File: src/core/tt_pkg.sv
// Shared constants for the thermometer/thermostat core.
package tt_pkg;

    // ============================================================
    // Serial command codes
    // ============================================================
    localparam logic [7:0] CMD_READ_TEMP    = 8'haa;
    localparam logic [7:0] CMD_READ_COUNTER = 8'ha0;
    localparam logic [7:0] CMD_READ_SLOPE   = 8'ha9;
    localparam logic [7:0] CMD_START_CONV   = 8'hee;
    localparam logic [7:0] CMD_STOP_CONV    = 8'h22;
    localparam logic [7:0] CMD_WRITE_UPPER  = 8'h01;
    localparam logic [7:0] CMD_WRITE_LOWER  = 8'h02;
    localparam logic [7:0] CMD_READ_UPPER   = 8'ha1;
    localparam logic [7:0] CMD_READ_LOWER   = 8'ha2;
    localparam logic [7:0] CMD_WRITE_CONFIG = 8'h0c;
    localparam logic [7:0] CMD_READ_CONFIG  = 8'hac;

    // ============================================================
    // Word sizes and bit counts
    // ============================================================
    localparam int         TEMP_W        = 9;
    localparam int         CFG_W         = 8;
    localparam logic [3:0] CMD_LAST_BIT  = 4'h7;
    localparam logic [3:0] TEMP_LAST_BIT = 4'h8;
    localparam logic [3:0] CFG_LAST_BIT  = 4'h7;

    // ============================================================
    // Configuration/status field positions
    // ============================================================
    localparam int CFG_DONE     = 7;
    localparam int CFG_OVER     = 6;
    localparam int CFG_UNDER    = 5;
    localparam int CFG_NV_BUSY  = 4;
    localparam int CFG_ONE      = 3;
    localparam int CFG_ZERO     = 2;
    localparam int CFG_HOST_USE = 1;
    localparam int CFG_SINGLE   = 0;

    // ============================================================
    // Reset values
    // ============================================================
    localparam logic [8:0] TEMP_RESET  = 9'h188;
    localparam logic [8:0] UPPER_RESET = 9'h01e;
    localparam logic [8:0] LOWER_RESET = 9'h014;

    // ============================================================
    // Timing
    // ============================================================
    localparam int unsigned CLK_KHZ         = 50000;
    localparam int unsigned NV_WRITE_MS     = 10;
    localparam int unsigned NV_WRITE_CYCLES = NV_WRITE_MS * CLK_KHZ;
    localparam int unsigned CONV_CYCLES_DEF = 1000;

endpackage

File: src/core/tt_link_if.sv
// Carrier between the serial port engine and the thermostat core.
`timescale 1ns/100ps

interface tt_link_if;
    logic       cmd_valid;
    logic [7:0] cmd;
    logic       wr_valid;
    logic [8:0] wr_data;
    logic [8:0] rd_data;
    logic       pin_low;

    modport port (
        output cmd_valid,
        output cmd,
        output wr_valid,
        output wr_data,
        output pin_low,
        input  rd_data
    );

    modport core (
        input  cmd_valid,
        input  cmd,
        input  wr_valid,
        input  wr_data,
        input  pin_low,
        output rd_data
    );
endinterface

File: src/core/tt_thermostat.sv
// Thermometer/thermostat core with three-wire serial port.
//
// Overview of operation
// - Temperature is nine-bit two's complement, half a degree per count.
// - Upper trip output high while temperature is at or above upper limit.
// - Lower trip output high while temperature is at or below lower limit.
// - Combined output sets at upper limit, clears at lower limit.
// - Config byte: done, over, under, busy, 1, 0, host-use, single.
// - Done reads 0 during a conversion, 1 otherwise and after reset.
// - Sticky over flag sets at upper limit, cleared only by writing 0.
// - Sticky under flag sets at lower limit, cleared only by writing 0.
// - Busy bit is 1 during a nonvolatile write of up to 10 ms.
// - Host-use 0 with select low makes the clock pin a convert pin.
// - Single mode converts once per start; otherwise converts continuously.
// - In single mode trip outputs hold the last valid conversion.
// - Serial port always works; host-use 1 disables pin conversions.
// - With host-use 0 the convert pin overrides single mode.
// - Select high starts a transfer; select low aborts and floats data.
// - Bits: falling edge then rising; input sampled rising, output on fall.
// - During reads the data pin floats while the serial clock is high.
// - Commands and data travel least significant bit first.
// - Command AAh shifts out the latest temperature over nine clocks.
// - Commands 01h and 02h take nine bits into upper and lower limit.
// - Residual count kept at conversion end; slope load on request.
// - Nine-bit or sixteen-bit transfers accepted; zeros after ninth bit.
// - EEh starts conversion; 22h stops continuous mode after current one.
`timescale 1ns/100ps

module tt_thermostat #(
    parameter int unsigned CONV_CYCLES     = tt_pkg::CONV_CYCLES_DEF,
    parameter int unsigned NV_WRITE_CYCLES = tt_pkg::NV_WRITE_CYCLES
) (
    // Clock and reset
    input  wire logic       MCLK,
    input  wire logic       RST_N,
    // Three-wire serial port
    input  wire logic       SERIAL_SELECT,
    input  wire logic       SERIAL_CLOCK_OR_CONVERT_PIN,
    input  wire logic       DQ_IN,
    output logic            DQ_OUT,
    output logic            DQ_OE,
    // Abstract sensor front end
    input  wire logic [8:0] SENSOR_TEMP,
    input  wire logic [8:0] SENSOR_COUNT_REMAIN,
    input  wire logic [8:0] SENSOR_SLOPE,
    // Thermostat outputs
    output logic            TRIP_HIGH,
    output logic            TRIP_LOW,
    output logic            TRIP_COMBINED
);

    typedef enum logic {CV_IDLE, CV_RUN} tt_conv_t;

    // ============================================================
    // Serial port
    // ============================================================
    tt_link_if link ();

    tt_serial_port u_port (
        .clk     (MCLK),
        .rst_n   (RST_N),
        .sel_pin (SERIAL_SELECT),
        .clk_pin (SERIAL_CLOCK_OR_CONVERT_PIN),
        .dq_in   (DQ_IN),
        .dq_out  (DQ_OUT),
        .dq_oe   (DQ_OE),
        .link    (link)
    );

    // ============================================================
    // State
    // ============================================================
    logic [8:0]  temp_q;
    logic [8:0]  upper_limit_q;
    logic [8:0]  lower_limit_q;
    logic [8:0]  counter_q;
    logic        done_q;
    logic        over_q;
    logic        under_q;
    logic        nv_busy_q;
    logic        host_use_q;
    logic        single_q;
    logic        run_q;
    logic        pin_prev_q;
    logic [31:0] conv_cnt_q;
    logic [31:0] nv_cnt_q;
    tt_conv_t    conv_q;
    logic        trip_high_q;
    logic        trip_low_q;
    logic        trip_com_q;

    // ============================================================
    // Command decode
    // ============================================================
    wire cmd_start  = link.cmd_valid
                    & (link.cmd == tt_pkg::CMD_START_CONV);
    wire cmd_stop   = link.cmd_valid
                    & (link.cmd == tt_pkg::CMD_STOP_CONV);
    wire cmd_slope  = link.cmd_valid
                    & (link.cmd == tt_pkg::CMD_READ_SLOPE);
    // Limit and configuration writes are refused while the
    // nonvolatile store is still busy with the previous write.
    wire wr_ok      = link.wr_valid & ~nv_busy_q;
    wire wr_upper   = wr_ok & (link.cmd == tt_pkg::CMD_WRITE_UPPER);
    wire wr_lower   = wr_ok & (link.cmd == tt_pkg::CMD_WRITE_LOWER);
    wire wr_config  = wr_ok & (link.cmd == tt_pkg::CMD_WRITE_CONFIG);

    // ============================================================
    // Configuration/status byte and read data
    // ============================================================
    wire [7:0] config_byte;
    assign config_byte[tt_pkg::CFG_DONE]     = done_q;
    assign config_byte[tt_pkg::CFG_OVER]     = over_q;
    assign config_byte[tt_pkg::CFG_UNDER]    = under_q;
    assign config_byte[tt_pkg::CFG_NV_BUSY]  = nv_busy_q;
    assign config_byte[tt_pkg::CFG_ONE]      = 1'b1;
    assign config_byte[tt_pkg::CFG_ZERO]     = 1'b0;
    assign config_byte[tt_pkg::CFG_HOST_USE] = host_use_q;
    assign config_byte[tt_pkg::CFG_SINGLE]   = single_q;

    wire sel_temp  = (link.cmd == tt_pkg::CMD_READ_TEMP);
    wire sel_upper = (link.cmd == tt_pkg::CMD_READ_UPPER);
    wire sel_lower = (link.cmd == tt_pkg::CMD_READ_LOWER);
    wire sel_count = (link.cmd == tt_pkg::CMD_READ_COUNTER)
                   | (link.cmd == tt_pkg::CMD_READ_SLOPE);
    wire sel_cfg   = (link.cmd == tt_pkg::CMD_READ_CONFIG);

    assign link.rd_data = sel_temp  ? temp_q
                        : sel_upper ? upper_limit_q
                        : sel_lower ? lower_limit_q
                        : sel_count ? counter_q
                        : sel_cfg   ? {1'b0, config_byte}
                        : 9'h000;

    // ============================================================
    // Conversion sequencing
    // ============================================================
    // The convert pin only counts with host-use clear; the serial port
    // itself never depends on that bit.
    wire pin_active = ~host_use_q & link.pin_low;
    wire pin_fall   = pin_active & ~pin_prev_q;
    wire conv_idle  = (conv_q == CV_IDLE);
    wire conv_end   = (conv_q == CV_RUN)
                    & (conv_cnt_q == CONV_CYCLES - 32'd1);
    // A restart always passes through one idle cycle, so done shows 1
    // for at least one cycle between back-to-back conversions.
    wire conv_go    = conv_idle
                    & (cmd_start | run_q | pin_fall | pin_active);

    // Conversion results against the limits, in two's complement.
    // The sensor word is taken as a settled system-clock level; a
    // front end that changes it mid-cycle must register it first.
    wire at_upper = $signed(SENSOR_TEMP) >= $signed(upper_limit_q);
    wire at_lower = $signed(SENSOR_TEMP) <= $signed(lower_limit_q);

    always_ff @(posedge MCLK) begin
        if (!RST_N) begin
            conv_q     <= CV_IDLE;
            conv_cnt_q <= 32'h0;
        end else if (conv_go) begin
            conv_q     <= CV_RUN;
            conv_cnt_q <= 32'h0;
        end else if (conv_end) begin
            conv_q     <= CV_IDLE;
        end else if (conv_q == CV_RUN) begin
            conv_cnt_q <= conv_cnt_q + 32'h1;
        end
    end

    // Continuous run flag: start sets it unless single mode is chosen,
    // stop clears it and lets the running conversion finish.
    always_ff @(posedge MCLK) begin
        if (!RST_N) begin
            run_q      <= 1'b0;
            pin_prev_q <= 1'b0;
        end else begin
            pin_prev_q <= pin_active;
            if (cmd_stop)
                run_q <= 1'b0;
            else if (cmd_start)
                run_q <= ~single_q;
        end
    end

    always_ff @(posedge MCLK) begin
        if (!RST_N)
            done_q <= 1'b1;
        else if (conv_end)
            done_q <= 1'b1;
        else if (conv_go)
            done_q <= 1'b0;
    end

    // ============================================================
    // Conversion results
    // ============================================================
    always_ff @(posedge MCLK) begin
        if (!RST_N) begin
            temp_q    <= tt_pkg::TEMP_RESET;
            counter_q <= 9'h000;
        end else begin
            if (conv_end)
                temp_q <= SENSOR_TEMP;
            if (cmd_slope)
                counter_q <= SENSOR_SLOPE;
            else if (conv_end)
                counter_q <= SENSOR_COUNT_REMAIN;
        end
    end

    // ============================================================
    // Thermostat outputs
    // ============================================================
    // Outputs only move at a conversion end, so between conversions
    // (single mode or stopped) they hold the last valid result.
    always_ff @(posedge MCLK) begin
        if (!RST_N) begin
            trip_high_q <= 1'b0;
            trip_low_q  <= 1'b0;
            trip_com_q  <= 1'b0;
        end else if (conv_end) begin
            trip_high_q <= at_upper;
            trip_low_q  <= at_lower;
            if (at_upper)
                trip_com_q <= 1'b1;
            else if (at_lower)
                trip_com_q <= 1'b0;
        end
    end

    assign TRIP_HIGH     = trip_high_q;
    assign TRIP_LOW      = trip_low_q;
    assign TRIP_COMBINED = trip_com_q;

    // ============================================================
    // Sticky flags
    // ============================================================
    // A limit crossing in the same cycle as a clearing write wins.
    wire over_keep  = wr_config ? link.wr_data[tt_pkg::CFG_OVER]  : over_q;
    wire under_keep = wr_config ? link.wr_data[tt_pkg::CFG_UNDER] : under_q;

    always_ff @(posedge MCLK) begin
        if (!RST_N) begin
            over_q  <= 1'b0;
            under_q <= 1'b0;
        end else begin
            over_q  <= (over_q & over_keep)
                     | (conv_end & at_upper);
            under_q <= (under_q & under_keep)
                     | (conv_end & at_lower);
        end
    end

    // ============================================================
    // Limits, mode bits and nonvolatile write timing
    // ============================================================
    always_ff @(posedge MCLK) begin
        if (!RST_N) begin
            upper_limit_q <= tt_pkg::UPPER_RESET;
            lower_limit_q <= tt_pkg::LOWER_RESET;
            host_use_q    <= 1'b0;
            single_q      <= 1'b0;
        end else begin
            if (wr_upper)
                upper_limit_q <= link.wr_data;
            if (wr_lower)
                lower_limit_q <= link.wr_data;
            if (wr_config) begin
                host_use_q <= link.wr_data[tt_pkg::CFG_HOST_USE];
                single_q   <= link.wr_data[tt_pkg::CFG_SINGLE];
            end
        end
    end

    // Any accepted write starts the busy time, even one that only
    // clears flags, so the host sees one rule for every write.
    wire nv_start = wr_upper | wr_lower | wr_config;
    wire nv_last  = (nv_cnt_q == NV_WRITE_CYCLES - 32'd1);

    always_ff @(posedge MCLK) begin
        if (!RST_N) begin
            nv_busy_q <= 1'b0;
            nv_cnt_q  <= 32'h0;
        end else if (nv_start) begin
            nv_busy_q <= 1'b1;
            nv_cnt_q  <= 32'h0;
        end else if (nv_busy_q) begin
            nv_cnt_q <= nv_cnt_q + 32'h1;
            if (nv_last)
                nv_busy_q <= 1'b0;
        end
    end

    // Limitation: the pin override means a convert pin held low keeps
    // the sequencer busy even in single mode, so a host that wants
    // exactly one conversion must keep the pin high or set host-use.
    // Writes that arrive during the busy time are dropped rather than
    // queued, which keeps the store free of a second pending word; a
    // host must poll the busy bit before each write.

endmodule

File: src/core/tt_serial_port.sv
// Three-wire serial port engine: pin sampling, command and data shifting.
`timescale 1ns/100ps

module tt_serial_port (
    // Clock and reset
    input  wire logic clk,
    input  wire logic rst_n,
    // Pins
    input  wire logic sel_pin,
    input  wire logic clk_pin,
    input  wire logic dq_in,
    output logic      dq_out,
    output logic      dq_oe,
    // Core side
    tt_link_if.port   link
);

    typedef enum logic [1:0] {PH_CMD, PH_WRITE, PH_READ, PH_DONE} tt_phase_t;

    // ============================================================
    // Pin sampling
    // ============================================================
    // Bit order is {select, clock, data}; a level is accepted once the
    // second and third stages agree, which rejects single-cycle glitches.
    logic [2:0] s1_q, s2_q, s3_q, filt_q;
    wire  [2:0] filt_d = (~(s2_q ^ s3_q) & s3_q) | ((s2_q ^ s3_q) & filt_q);
    logic       clk_prev_q;

    always_ff @(posedge clk) begin
        if (!rst_n) begin
            s1_q       <= 3'h2;
            s2_q       <= 3'h2;
            s3_q       <= 3'h2;
            filt_q     <= 3'h2;
            clk_prev_q <= 1'b1;
        end else begin
            s1_q       <= {sel_pin, clk_pin, dq_in};
            s2_q       <= s1_q;
            s3_q       <= s2_q;
            filt_q     <= filt_d;
            clk_prev_q <= filt_q[1];
        end
    end

    wire sel  = filt_q[2];
    wire sclk = filt_q[1];
    wire sdat = filt_q[0];
    wire rise = sclk & ~clk_prev_q;
    wire fall = ~sclk & clk_prev_q;

    // ============================================================
    // Shifting
    // ============================================================
    tt_phase_t  phase_q;
    logic [3:0] bit_q;
    logic [7:0] cmd_q;
    logic [8:0] wr_sr_q;
    logic [8:0] rd_sr_q;
    logic       loaded_q;

    wire [7:0] cmd_full = {sdat, cmd_q[7:1]};
    wire [8:0] wr_full  = {sdat, wr_sr_q[8:1]};
    wire       is_cfg   = (cmd_q == tt_pkg::CMD_WRITE_CONFIG);
    wire [3:0] wr_last  = is_cfg ? tt_pkg::CFG_LAST_BIT
                                 : tt_pkg::TEMP_LAST_BIT;
    wire       is_write = (cmd_full == tt_pkg::CMD_WRITE_UPPER)
                        | (cmd_full == tt_pkg::CMD_WRITE_LOWER)
                        | (cmd_full == tt_pkg::CMD_WRITE_CONFIG);
    wire       is_read  = (cmd_full == tt_pkg::CMD_READ_TEMP)
                        | (cmd_full == tt_pkg::CMD_READ_COUNTER)
                        | (cmd_full == tt_pkg::CMD_READ_SLOPE)
                        | (cmd_full == tt_pkg::CMD_READ_UPPER)
                        | (cmd_full == tt_pkg::CMD_READ_LOWER)
                        | (cmd_full == tt_pkg::CMD_READ_CONFIG);
    wire [8:0] rd_src   = loaded_q ? rd_sr_q : link.rd_data;

    assign link.cmd = cmd_q;

    always_ff @(posedge clk) begin
        link.pin_low <= rst_n & ~sel & ~sclk;
        link.cmd_valid <= 1'b0;
        link.wr_valid  <= 1'b0;
        if (!rst_n || !sel) begin
            phase_q  <= PH_CMD;
            bit_q    <= 4'h0;
            loaded_q <= 1'b0;
            dq_oe    <= 1'b0;
            dq_out   <= 1'b0;
            if (!rst_n) begin
                cmd_q        <= 8'h00;
                wr_sr_q      <= 9'h000;
                rd_sr_q      <= 9'h000;
                link.wr_data <= 9'h000;
            end
        end else begin
            if (rise)
                dq_oe <= 1'b0;
            unique case (phase_q)
                PH_CMD: if (rise) begin
                    cmd_q <= cmd_full;
                    bit_q <= bit_q + 4'h1;
                    if (bit_q == tt_pkg::CMD_LAST_BIT) begin
                        bit_q          <= 4'h0;
                        link.cmd_valid <= 1'b1;
                        phase_q <= is_write ? PH_WRITE
                                 : is_read  ? PH_READ : PH_DONE;
                    end
                end
                PH_WRITE: if (rise) begin
                    wr_sr_q <= wr_full;
                    bit_q   <= bit_q + 4'h1;
                    if (bit_q == wr_last) begin
                        link.wr_valid <= 1'b1;
                        link.wr_data  <= is_cfg ? {1'b0, wr_full[8:1]}
                                                : wr_full;
                        phase_q       <= PH_DONE;
                    end
                end
                PH_READ: if (fall) begin
                    // Zero fill keeps the pin at 0 after the last bit.
                    dq_oe    <= 1'b1;
                    dq_out   <= rd_src[0];
                    rd_sr_q  <= {1'b0, rd_src[8:1]};
                    loaded_q <= 1'b1;
                end
                PH_DONE: ;
            endcase
        end
    end

endmodule

File: config.mk
export PLATFORM = sky130hd
export DESIGN_NAME = tt_thermostat
export DESIGN_NICKNAME = d
export VERILOG_FILES = /design/src/core/tt_pkg.sv /design/src/core/tt_link_if.sv /design/src/core/tt_thermostat.sv /design/src/core/tt_serial_port.sv
export SDC_FILE = /design/constraint.sdc
export NUM_CORES = 1
export LEC_CHECK = 0
export BUFFER_PORTS_ARGS = -buffer_cell sky130_fd_sc_hd__buf_4
export CORE_MARGIN = 2
export CORE_UTILIZATION = 60
export CTS_BUF_LIST = sky130_fd_sc_hd__clkbuf_4 sky130_fd_sc_hd__clkbuf_8
export DETAILED_ROUTE_END_ITERATION = 8
export PLACE_DENSITY_LB_ADDON = 0.15
export SYNTH_ARGS = -nofsm -noshare
export SYNTH_HDL_FRONTEND = slang
export SYNTH_SLANG_ARGS = --single-unit
File: constraint.sdc
create_clock -name MCLK -period 3.9 [get_ports MCLK]
set_input_delay 0.39 -clock MCLK [delete_from_list [all_inputs] [get_ports MCLK]]
set_output_delay 0.39 -clock MCLK [all_outputs]
set_load 0.005 [all_outputs]
==> Flow_metrics.wiki, run 1 <==
{| class="wikitable"
! Metric !! Value
|-
| Post-route ant nets || 0
|-
| Diode insertion count for antenna repair || 0
|-
| Hold violation count in the final report || 0
|-
| Number of flops mapped to enable cells by yosys || 33
|-
| F_max || between 0.3 and 0.4 GHz
|-
| Total CTS buffers || 17
|-
| Type of element launching the critical path || flop
|-
| Max-capacitance violation count || 0
|-
| Share of layout cells above drive strength 1 || 0.0986
|-
| Worst Clk Skew || around 0.014 ns
|-
| Hold Crit Start || SERIAL_CLOCK_OR_CONVERT_PIN
|-
| Buffers inserted by post-CTS timing repair || 0
|-
| Mapped Nets || ~920
|-
| Post-cts hold buffer count || 0
|-
| Chip height || ~120 um
|-
| Nature of the critical path endpoint || flop
|-
| Final-report setup violation count || 0
|-
| Distinct cell type count of the synthesized netlist || 65
|-
| DRC || 0
|-
| Async set-reset flop share out of synthesis || 0
|-
| Via count of the first global-routing pass || 6290
|-
| Required time of the critical path || approximately 4.3 ns
|-
| Worst-case vdd ir drop || 327 uV
|-
| NumNets Final || 943
|-
| DIE WIDTH || 119 um
|-
| Overall routed net length || approximately 18000 um
|-
| DIE AREA || between 10000 and 15000 sq um
|-
| Worst hold-check slack || 0.108 ns
|-
| Syn avg cell area || 9.20 sq um
|-
| RSZ-0062 raised after global routing || no
|-
| Power per cell area || 363 nW/um^2
|-
| Tmin final || 2.76 ns
|-
| Worst path arrival time || 3.13 ns
|-
| Quantity of I/O buffers inserted on ports || 36
|-
| Outcome || finished clean
|-
| Synth warn || 0
|-
| Cell area after layout || 8780 sq um
|-
| Portion of the post-synthesis area used by sequential elements || 0.465
|-
| Maximum number of buffers from clock root to sink || 2
|-
| Number of antenna violations at the first check in global routing || 0
|-
| Mapped Area || 7990 sq um
|-
| Area Overhead vs Synth || 9.87%
|-
| Cell leakage power || about 0.0034 uW
|-
| Number of violations reported at the end of detailed-routing iteration 0 || 778
|-
| Clk sink count || 169
|-
| Area fraction of the dominant cell type after synthesis || 0.341
|-
| Starting Density || 0.608
|-
| Yosys top cell by area || dfxtp_1
|-
| Most frequent cells after synthesis || 136 x dfxtp_1, 117 x nor2_1, 53 x nand2_1, 52 x o21ai_0, 46 x mux2i_1
|-
| Slew at the pin closest to its max-slew limit || 1.12 ns
|-
| Post-route setup TNS || 0 ns
|-
| Wire length of the first global-routing pass || 30200 um
|-
| Cell area after placement || approximately 8400 sq um
|-
| Utilization after layout || 0.668
|-
| CTS clk-pin slew, worst paths || 0.09 ns
|-
| Timing startpoint of the critical path || conv_cnt_q[0]$_SDFFE_PP0P_
|-
| Clock tree from TritonCTS || done
|-
| Worst R2R Start || conv_cnt_q[0]$_SDFFE_PP0P_
|-
| Global routing usage summed across all routing layers || 0.265
|-
| Total of cells resized after clock tree synthesis || 0
|-
| Global placer's final weighted congestion || 0.910
|-
| Global route total overflow || 0
|-
| Min-Delay Path Class || in2reg
|-
| Number of placement rows || 42
|-
| Via Count || 6484
|-
| Top-level port count || 37
|-
| Crit Path Category || reg2reg
|-
| Depth of the CTS H-tree || 4
|-
| Worst slew margin relative to its limit || 0.246
|-
| Gate count after technology mapping || 868
|-
| Post-DP HPWL || 13000 um
|-
| Max Slew Vio Count || 0
|-
| Main area contributors after synthesis || dfxtp_1 34%, edfxtp_1 12%, mux2i_1 5.8%
|-
| Flip-flop cell with the highest count after synthesis || dfxtp_1
|-
| Number of flip-flops and latches in the synthesized netlist || approximately 170
|-
| Per-cell routed wire length || 16.9 um
|-
| Cell with the most instances after synthesis || dfxtp_1
|-
| Clk root buf || clkbuf_8
|-
| Worst-Skew Late Latency || roughly 0.46 ns
|-
| Tcrit/Tclk final || 0.709
|-
| Number of iterations in the first detailed-routing pass || 5
|-
| Crit Path Max Fanout || 14
|-
| Maximum number of pins on one net before global-route repair || 59
|-
| Area of the core region || 13100 sq um
|-
| Routed via count divided by cell count || 6.01
|}
## final timing paths
path	to	slack, ns	cells past startpoint
max reg2reg	TRIP_COMBINED$_SDFFE_PN0P_	1.14	7
min	u_port.s1_q[1]$_SDFF_PN1_	0.11	2
max	TRIP_COMBINED$_SDFFE_PN0P_	1.14	7
min reg2reg	u_port.s2_q[1]$_SDFF_PN1_	0.44	1
## per-layer routing
layer  vias to the layer above  wire [um]  global-route usage
met5                         -          0                   0
met4                         0        689               0.121
met3                        47        723              0.0527
met2                       185       9260               0.468
met1                      3098       7590               0.310
li1                       3154          -                   -
## where the power goes
part	internal [uW]	switching (uW)
clock network	637	634
logic	44.8	64.1
registers	1790	16.0
total	2470	714
## registers in the layout (all words and copies together), names as in the netlist, 3 cells and up, named ones only
name and cells:
counter_q 9, u_port.s3_q 3, upper_limit_q 9, u_port.rd_sr_q 8, u_port.link.wr_data 9, conv_cnt_q 32
u_port.s1_q 3, u_port.link.cmd 8, u_port.s2_q 3, u_port.bit_q 4, temp_q 9, lower_limit_q 9
nv_cnt_q 32, u_port.wr_sr_q 8
## cells by family (layout without fill, tap and decap cells)
group / Yosys count / count (layout) / share of synthesized area
DFF: 169 / 169 / 0.465
muxes: 47 / 47 / 0.0591
xor gates and xnor gates: 59 / 59 / 0.0647
AOI/OAI and AO/OA: 133 / 133 / 0.0995
adders and majority gates: 21 / 21 / 0.0329
and+or+nand+nor: 376 / 376 / 0.247
buffers and inverters: 63 / 98 / 0.0323
## layout make-up
type | count | area, sq um
sequential | 169 | 3710
inverter | 23 | 86.3
fill | 1064 | 4360
timing repair buffer | 43 | 323
clock buffer | 22 | 290
multi-input combinational | 636 | 4020
clock inverter | 10 | 120
tap | 176 | 220
## stage by stage
stage | worst slack (ns) | power, uW | cells
after detailed placement | 1.19 | 1960 | 1047
after global placement | 1.31 | 1950 | 1047
after CTS | 1.17 | 3210 | 1079
after floorplan | 1.77 | 1910 | 868
final | 1.14 | 3190 | 1079
after global routing | 0.964 | 3280 | 1079
## cell usage in the layout, fill, tap and decap left out, drive strengths merged, types with 5 or more instances in the layout
master / count
a21oi: 41
a221oi: 6
and2: 14
and3: 36
and4: 9
buf: 43
clkbuf: 22
clkinv: 5
dfxtp: 136
edfxtp: 33
ha: 21
inv: 24
mux2i: 46
nand2: 53
nand2b: 14
nand3: 26
nand4: 33
nor2: 117
nor2b: 11
nor3: 18
nor4: 22
nor4b: 5
o21ai: 52
or3: 6
xnor2: 22
xor2: 37
## critical path, cell delays in order, from the launching register on
cell      delay (ns)
dfxtp_1         0.41
ha_1            0.30
and4_1          0.22
nand4_1         0.32
nor3_4          0.58
buf_4           0.35
o221ai_1        0.22
a31o_1          0.26
No activity file was read; power rests on OpenSTA's default activity.
==> run 2: changes to the inputs <==
ABC_AREA = 1   (was unset)
CORE_UTILIZATION = 58   (was 60)
clock period = 2.3 ns   (was 3.9 ns; I/O delays follow)
==> run 2 against run 1 <==
Clock-buffer cell count shrank 5. Synthesized area up 8.6%. Routed wire length up 9.4%. Clock power up 69%. Sequential power rose by 69%. Global-route usage is 0.13 points lower. Worst setup slack worse by 0.85 ns.
==> Flow_metrics.wiki, run 2 <==
{| class="wikitable"
! Metric !! Value
|-
| Quantity of I/O buffers inserted on ports || 36 (unchanged)
|-
| Maximum number of buffers from clock root to sink || 2 (unchanged)
|-
| Required time of the critical path || 2.70 ns (-1.56 ns)
|-
| CTS clk-pin slew, worst paths || 0.10 ns (about the same)
|-
| Worst-Skew Late Latency || 0.47 ns (about the same)
|-
| Portion of the post-synthesis area used by sequential elements || 0.428 (-0.0368)
|-
| Number of flops mapped to enable cells by yosys || 33 (unchanged)
|-
| Power per cell area || 563 nW/um^2 (+55%)
|-
| Max-capacitance violation count || 0 (unchanged)
|-
| Number of placement rows || 44 (+4.8%)
|-
| Total chip power || 5410 uW (+70%)
|-
| Yosys top cell by area || dfxtp_1
|-
| Type of element launching the critical path || flop
|-
| Via count of the first global-routing pass || 7317 (+16%)
|-
| Count of fill cells added during filler insertion || 1312 (+23%)
|-
| Area Overhead vs Synth || 10.7%
|-
| Starting Density || 0.595 (-0.0134)
|-
| Area of the core region || 14600 sq um (+11%)
|-
| Synth warn || 0 (unchanged)
|-
| Post-route ant nets || 0 (unchanged)
|-
| Async set-reset flop share out of synthesis || 0 (unchanged)
|-
| Total of cells resized after clock tree synthesis || 0 (unchanged)
|-
| Number of iterations in the first detailed-routing pass || 5 (unchanged)
|-
| Syn avg cell area || 7.19 sq um (-22%)
|-
| Area fraction of the dominant cell type after synthesis || 0.314 (-0.0270)
|-
| Hold violation count in the final report || 0 (unchanged)
|-
| Worst-case vdd ir drop || 780 uV (+140%)
|-
| Slew at the pin closest to its max-slew limit || 0.560 ns (-0.559 ns)
|-
| Most frequent cells in the layout || 293 x nand2_1, 175 x nor2_1, 136 x dfxtp_1
|-
| Overall routed net length || 20000 um (+9.4%)
|-
| Crit Path Category || reg2reg
|-
| Mapped Area || 8670 sq um (+8.6%)
|-
| Post-cts hold buffer count || 5 (+5)
|-
| Commonest non-fill, non-tap cell in the layout || nand2_1
|-
| Final Worst Setup Slack || 0.282 ns (-0.854 ns)
|-
| Tcrit/Tclk final || 0.877 (+0.169)
|-
| Global routing usage summed across all routing layers || 0.264 (-0.00127)
|-
| F_max || 0.496 GHz (+37%)
|-
| Crit Path Max Fanout || 20 (+6)
|-
| Wire length of the first global-routing pass || 34400 um (+14%)
|-
| Gate count after technology mapping || 1207 (+39%)
|-
| Outcome || finished clean
|-
| Chip height || 126 um (+5.8%)
|-
| Buffers inserted by post-CTS timing repair || 0 (unchanged)
|-
| Number of antenna violations at the first check in global routing || 0 (unchanged)
|-
| Clock tree from TritonCTS || done
|-
| DRC || 0 (unchanged)
|-
| Diode insertion count for antenna repair || 0 (unchanged)
|-
| Tmin final || 2.02 ns (-0.746 ns)
|-
| Top-level port count || 37 (unchanged)
|-
| Utilization after layout || 0.658 (-0.00985)
|-
| DIE WIDTH || 126 um (+5.8%)
|-
| Clk root buf || clkbuf_8
|-
| Leading registers by flop count || conv_cnt_q: 32 flops, nv_cnt_q: 32 flops
|-
| Via Count || 7724 (+19%)
|-
| Clk sink count || 169 (unchanged)
|-
| Mapped Nets || 1260 (+37%)
|-
| Post-DP HPWL || 15100 um (+16%)
|-
| Most frequent cells after synthesis || 293 x nand2_1, 175 x nor2_1, 136 x dfxtp_1, 128 x inv_1, 86 x a21oi_1
|-
| RSZ-0062 raised after global routing || no
|-
| Setup slack after placement || 0.340 ns (-0.845 ns)
|-
| DIE AREA || 16000 sq um (+12%)
|-
| Worst path arrival time || 2.42 ns (-0.71 ns)
|-
| Number of violations reported at the end of detailed-routing iteration 0 || 526 (-32%)
|-
| Depth of the CTS H-tree || 4 (unchanged)
|-
| Final-report setup violation count || 0 (unchanged)
|-
| Global placer's final weighted congestion || 0.960 (+5.5%)
|-
| Max Slew Vio Count || 0 (unchanged)
|-
| Flip-flop cell with the highest count after synthesis || dfxtp_1
|-
| Worst Clk Skew || 0.0176 ns (+0.00335 ns)
|-
| Post-route setup TNS || 0 ns (unchanged)
|-
| NumNets Final || 1305 (+38%)
|-
| Nature of the critical path endpoint || flop
|-
| Global route total overflow || 0 (unchanged)
|-
| Cell leakage power || 0.00369 uW (+9.7%)
|-
| Per-cell routed wire length || 13.8 um (-19%)
|-
| Routed via count divided by cell count || 5.33 (-11%)
|-
| Worst slew margin relative to its limit || 0.624 (+0.378)
|-
| Share of layout cells above drive strength 1 || 0.0957 (-0.00291)
|-
| Maximum number of pins on one net before global-route repair || 45 (-24%)
|-
| Main area contributors after synthesis || dfxtp_1 31%, nand2_1 13%, edfxtp_1 11%
|-
| Min-Delay Path Class || in2reg
|-
| Total CTS buffers || 17 (unchanged)
|-
| Number of flip-flops and latches in the synthesized netlist || 169 (unchanged)
|-
| Distinct cell type count of the synthesized netlist || 45 (-31%)
|-
| Cell with the most instances after synthesis || nand2_1
|}
## run 2: cell count changes after synthesis, sizes merged, moves of 34 or more
| cell | before | now |
|---|---|---|
| a21oi | 41 | 88 |
| nand2 | 53 | 296 |
| nor2 | 117 | 185 |
| nand3 | 26 | 60 |
| and3 | 36 | 1 |
| inv | 23 | 138 |
| mux2i | 46 | 0 |
## run 2: layout make-up
class | count | area [sq um] | share of cell area
clock inverters | 15 | 174 | 0.0181
repair buffers | 58 | 460 | 0.0480
clock buffers | 17 | 234 | 0.0244
multi-input cells | 867 | 4270 | 0.444
flip-flops and latches | 169 | 3710 | 0.387
well taps | 184 | 230 | 0.0240
inverters | 139 | 524 | 0.0546
## run 2: worst max-delay path: stages, from the launching register on
cell     delay (ns)
dfxtp_1        0.38
ha_1           0.26
nand4_1        0.12
nor2_1         0.26
nand3_2        0.29
inv_2          0.38
o21ai_0        0.13
a21oi_1        0.13
## run 2: worst paths after layout
| kind | cells after the start | startpoint | endpoint | slack (ns) |
|---|---|---|---|---|
| max | 7 | conv_cnt_q[1]$_SDFFE_PP0P_ | temp_q[0]$_SDFFE_PN0P_ | 0.28 |
| min | 3 | SENSOR_TEMP[5] | temp_q[5]$_SDFFE_PN0P_ | 0.03 |
| max reg2reg | 7 | conv_cnt_q[1]$_SDFFE_PP0P_ | temp_q[0]$_SDFFE_PN0P_ | 0.28 |
| min reg2reg | 1 | u_port.s1_q[1]$_SDFF_PN1_ | u_port.s2_q[1]$_SDFF_PN1_ | 0.43 |
## run 2: logic make-up (layout without fill, tap and decap cells)
kind of cell | after synthesis | in the layout | share of synthesized area
and+or+nand+nor | 629 | 629 | 0.312
AOI/OAI and AO/OA | 176 | 176 | 0.108
buffers and inverters | 171 | 229 | 0.0802
DFF | 169 | 169 | 0.428
xor gates and xnor gates | 41 | 41 | 0.0414
adders and majority gates | 21 | 21 | 0.0303
## run 2: layer usage
metal  track usage  routed length, um  up-vias
met2         0.463               9940      133
met3        0.0527                633       37
li1              -                  -     4011
met5             0                  0        -
met4        0.0795                457        0
met1         0.328               8950     3543
## run 2: power by group
part / total, uW / leakage [uW] / internal, uW / switching, uW
clock: 2150 / 0.000197 / 917 / 1230
combinational: 204 / 0.00206 / 82.9 / 121
sequential: 3050 / 0.00144 / 3040 / 16.0
total: 5410 / 0.00369 / 4040 / 1370
## run 2: stage by stage
stage	hold slack [ns]	area [sq um]	cells
2_1_floorplan	0.328	8670	1207
3_3_place_gp	0.404	9140	1412
3_5_place_dp	0.408	9140	1412
4_1_cts	0.0118	9600	1449
5_1_grt	0.0183	9600	1449
6_report	0.0292	9600	1449
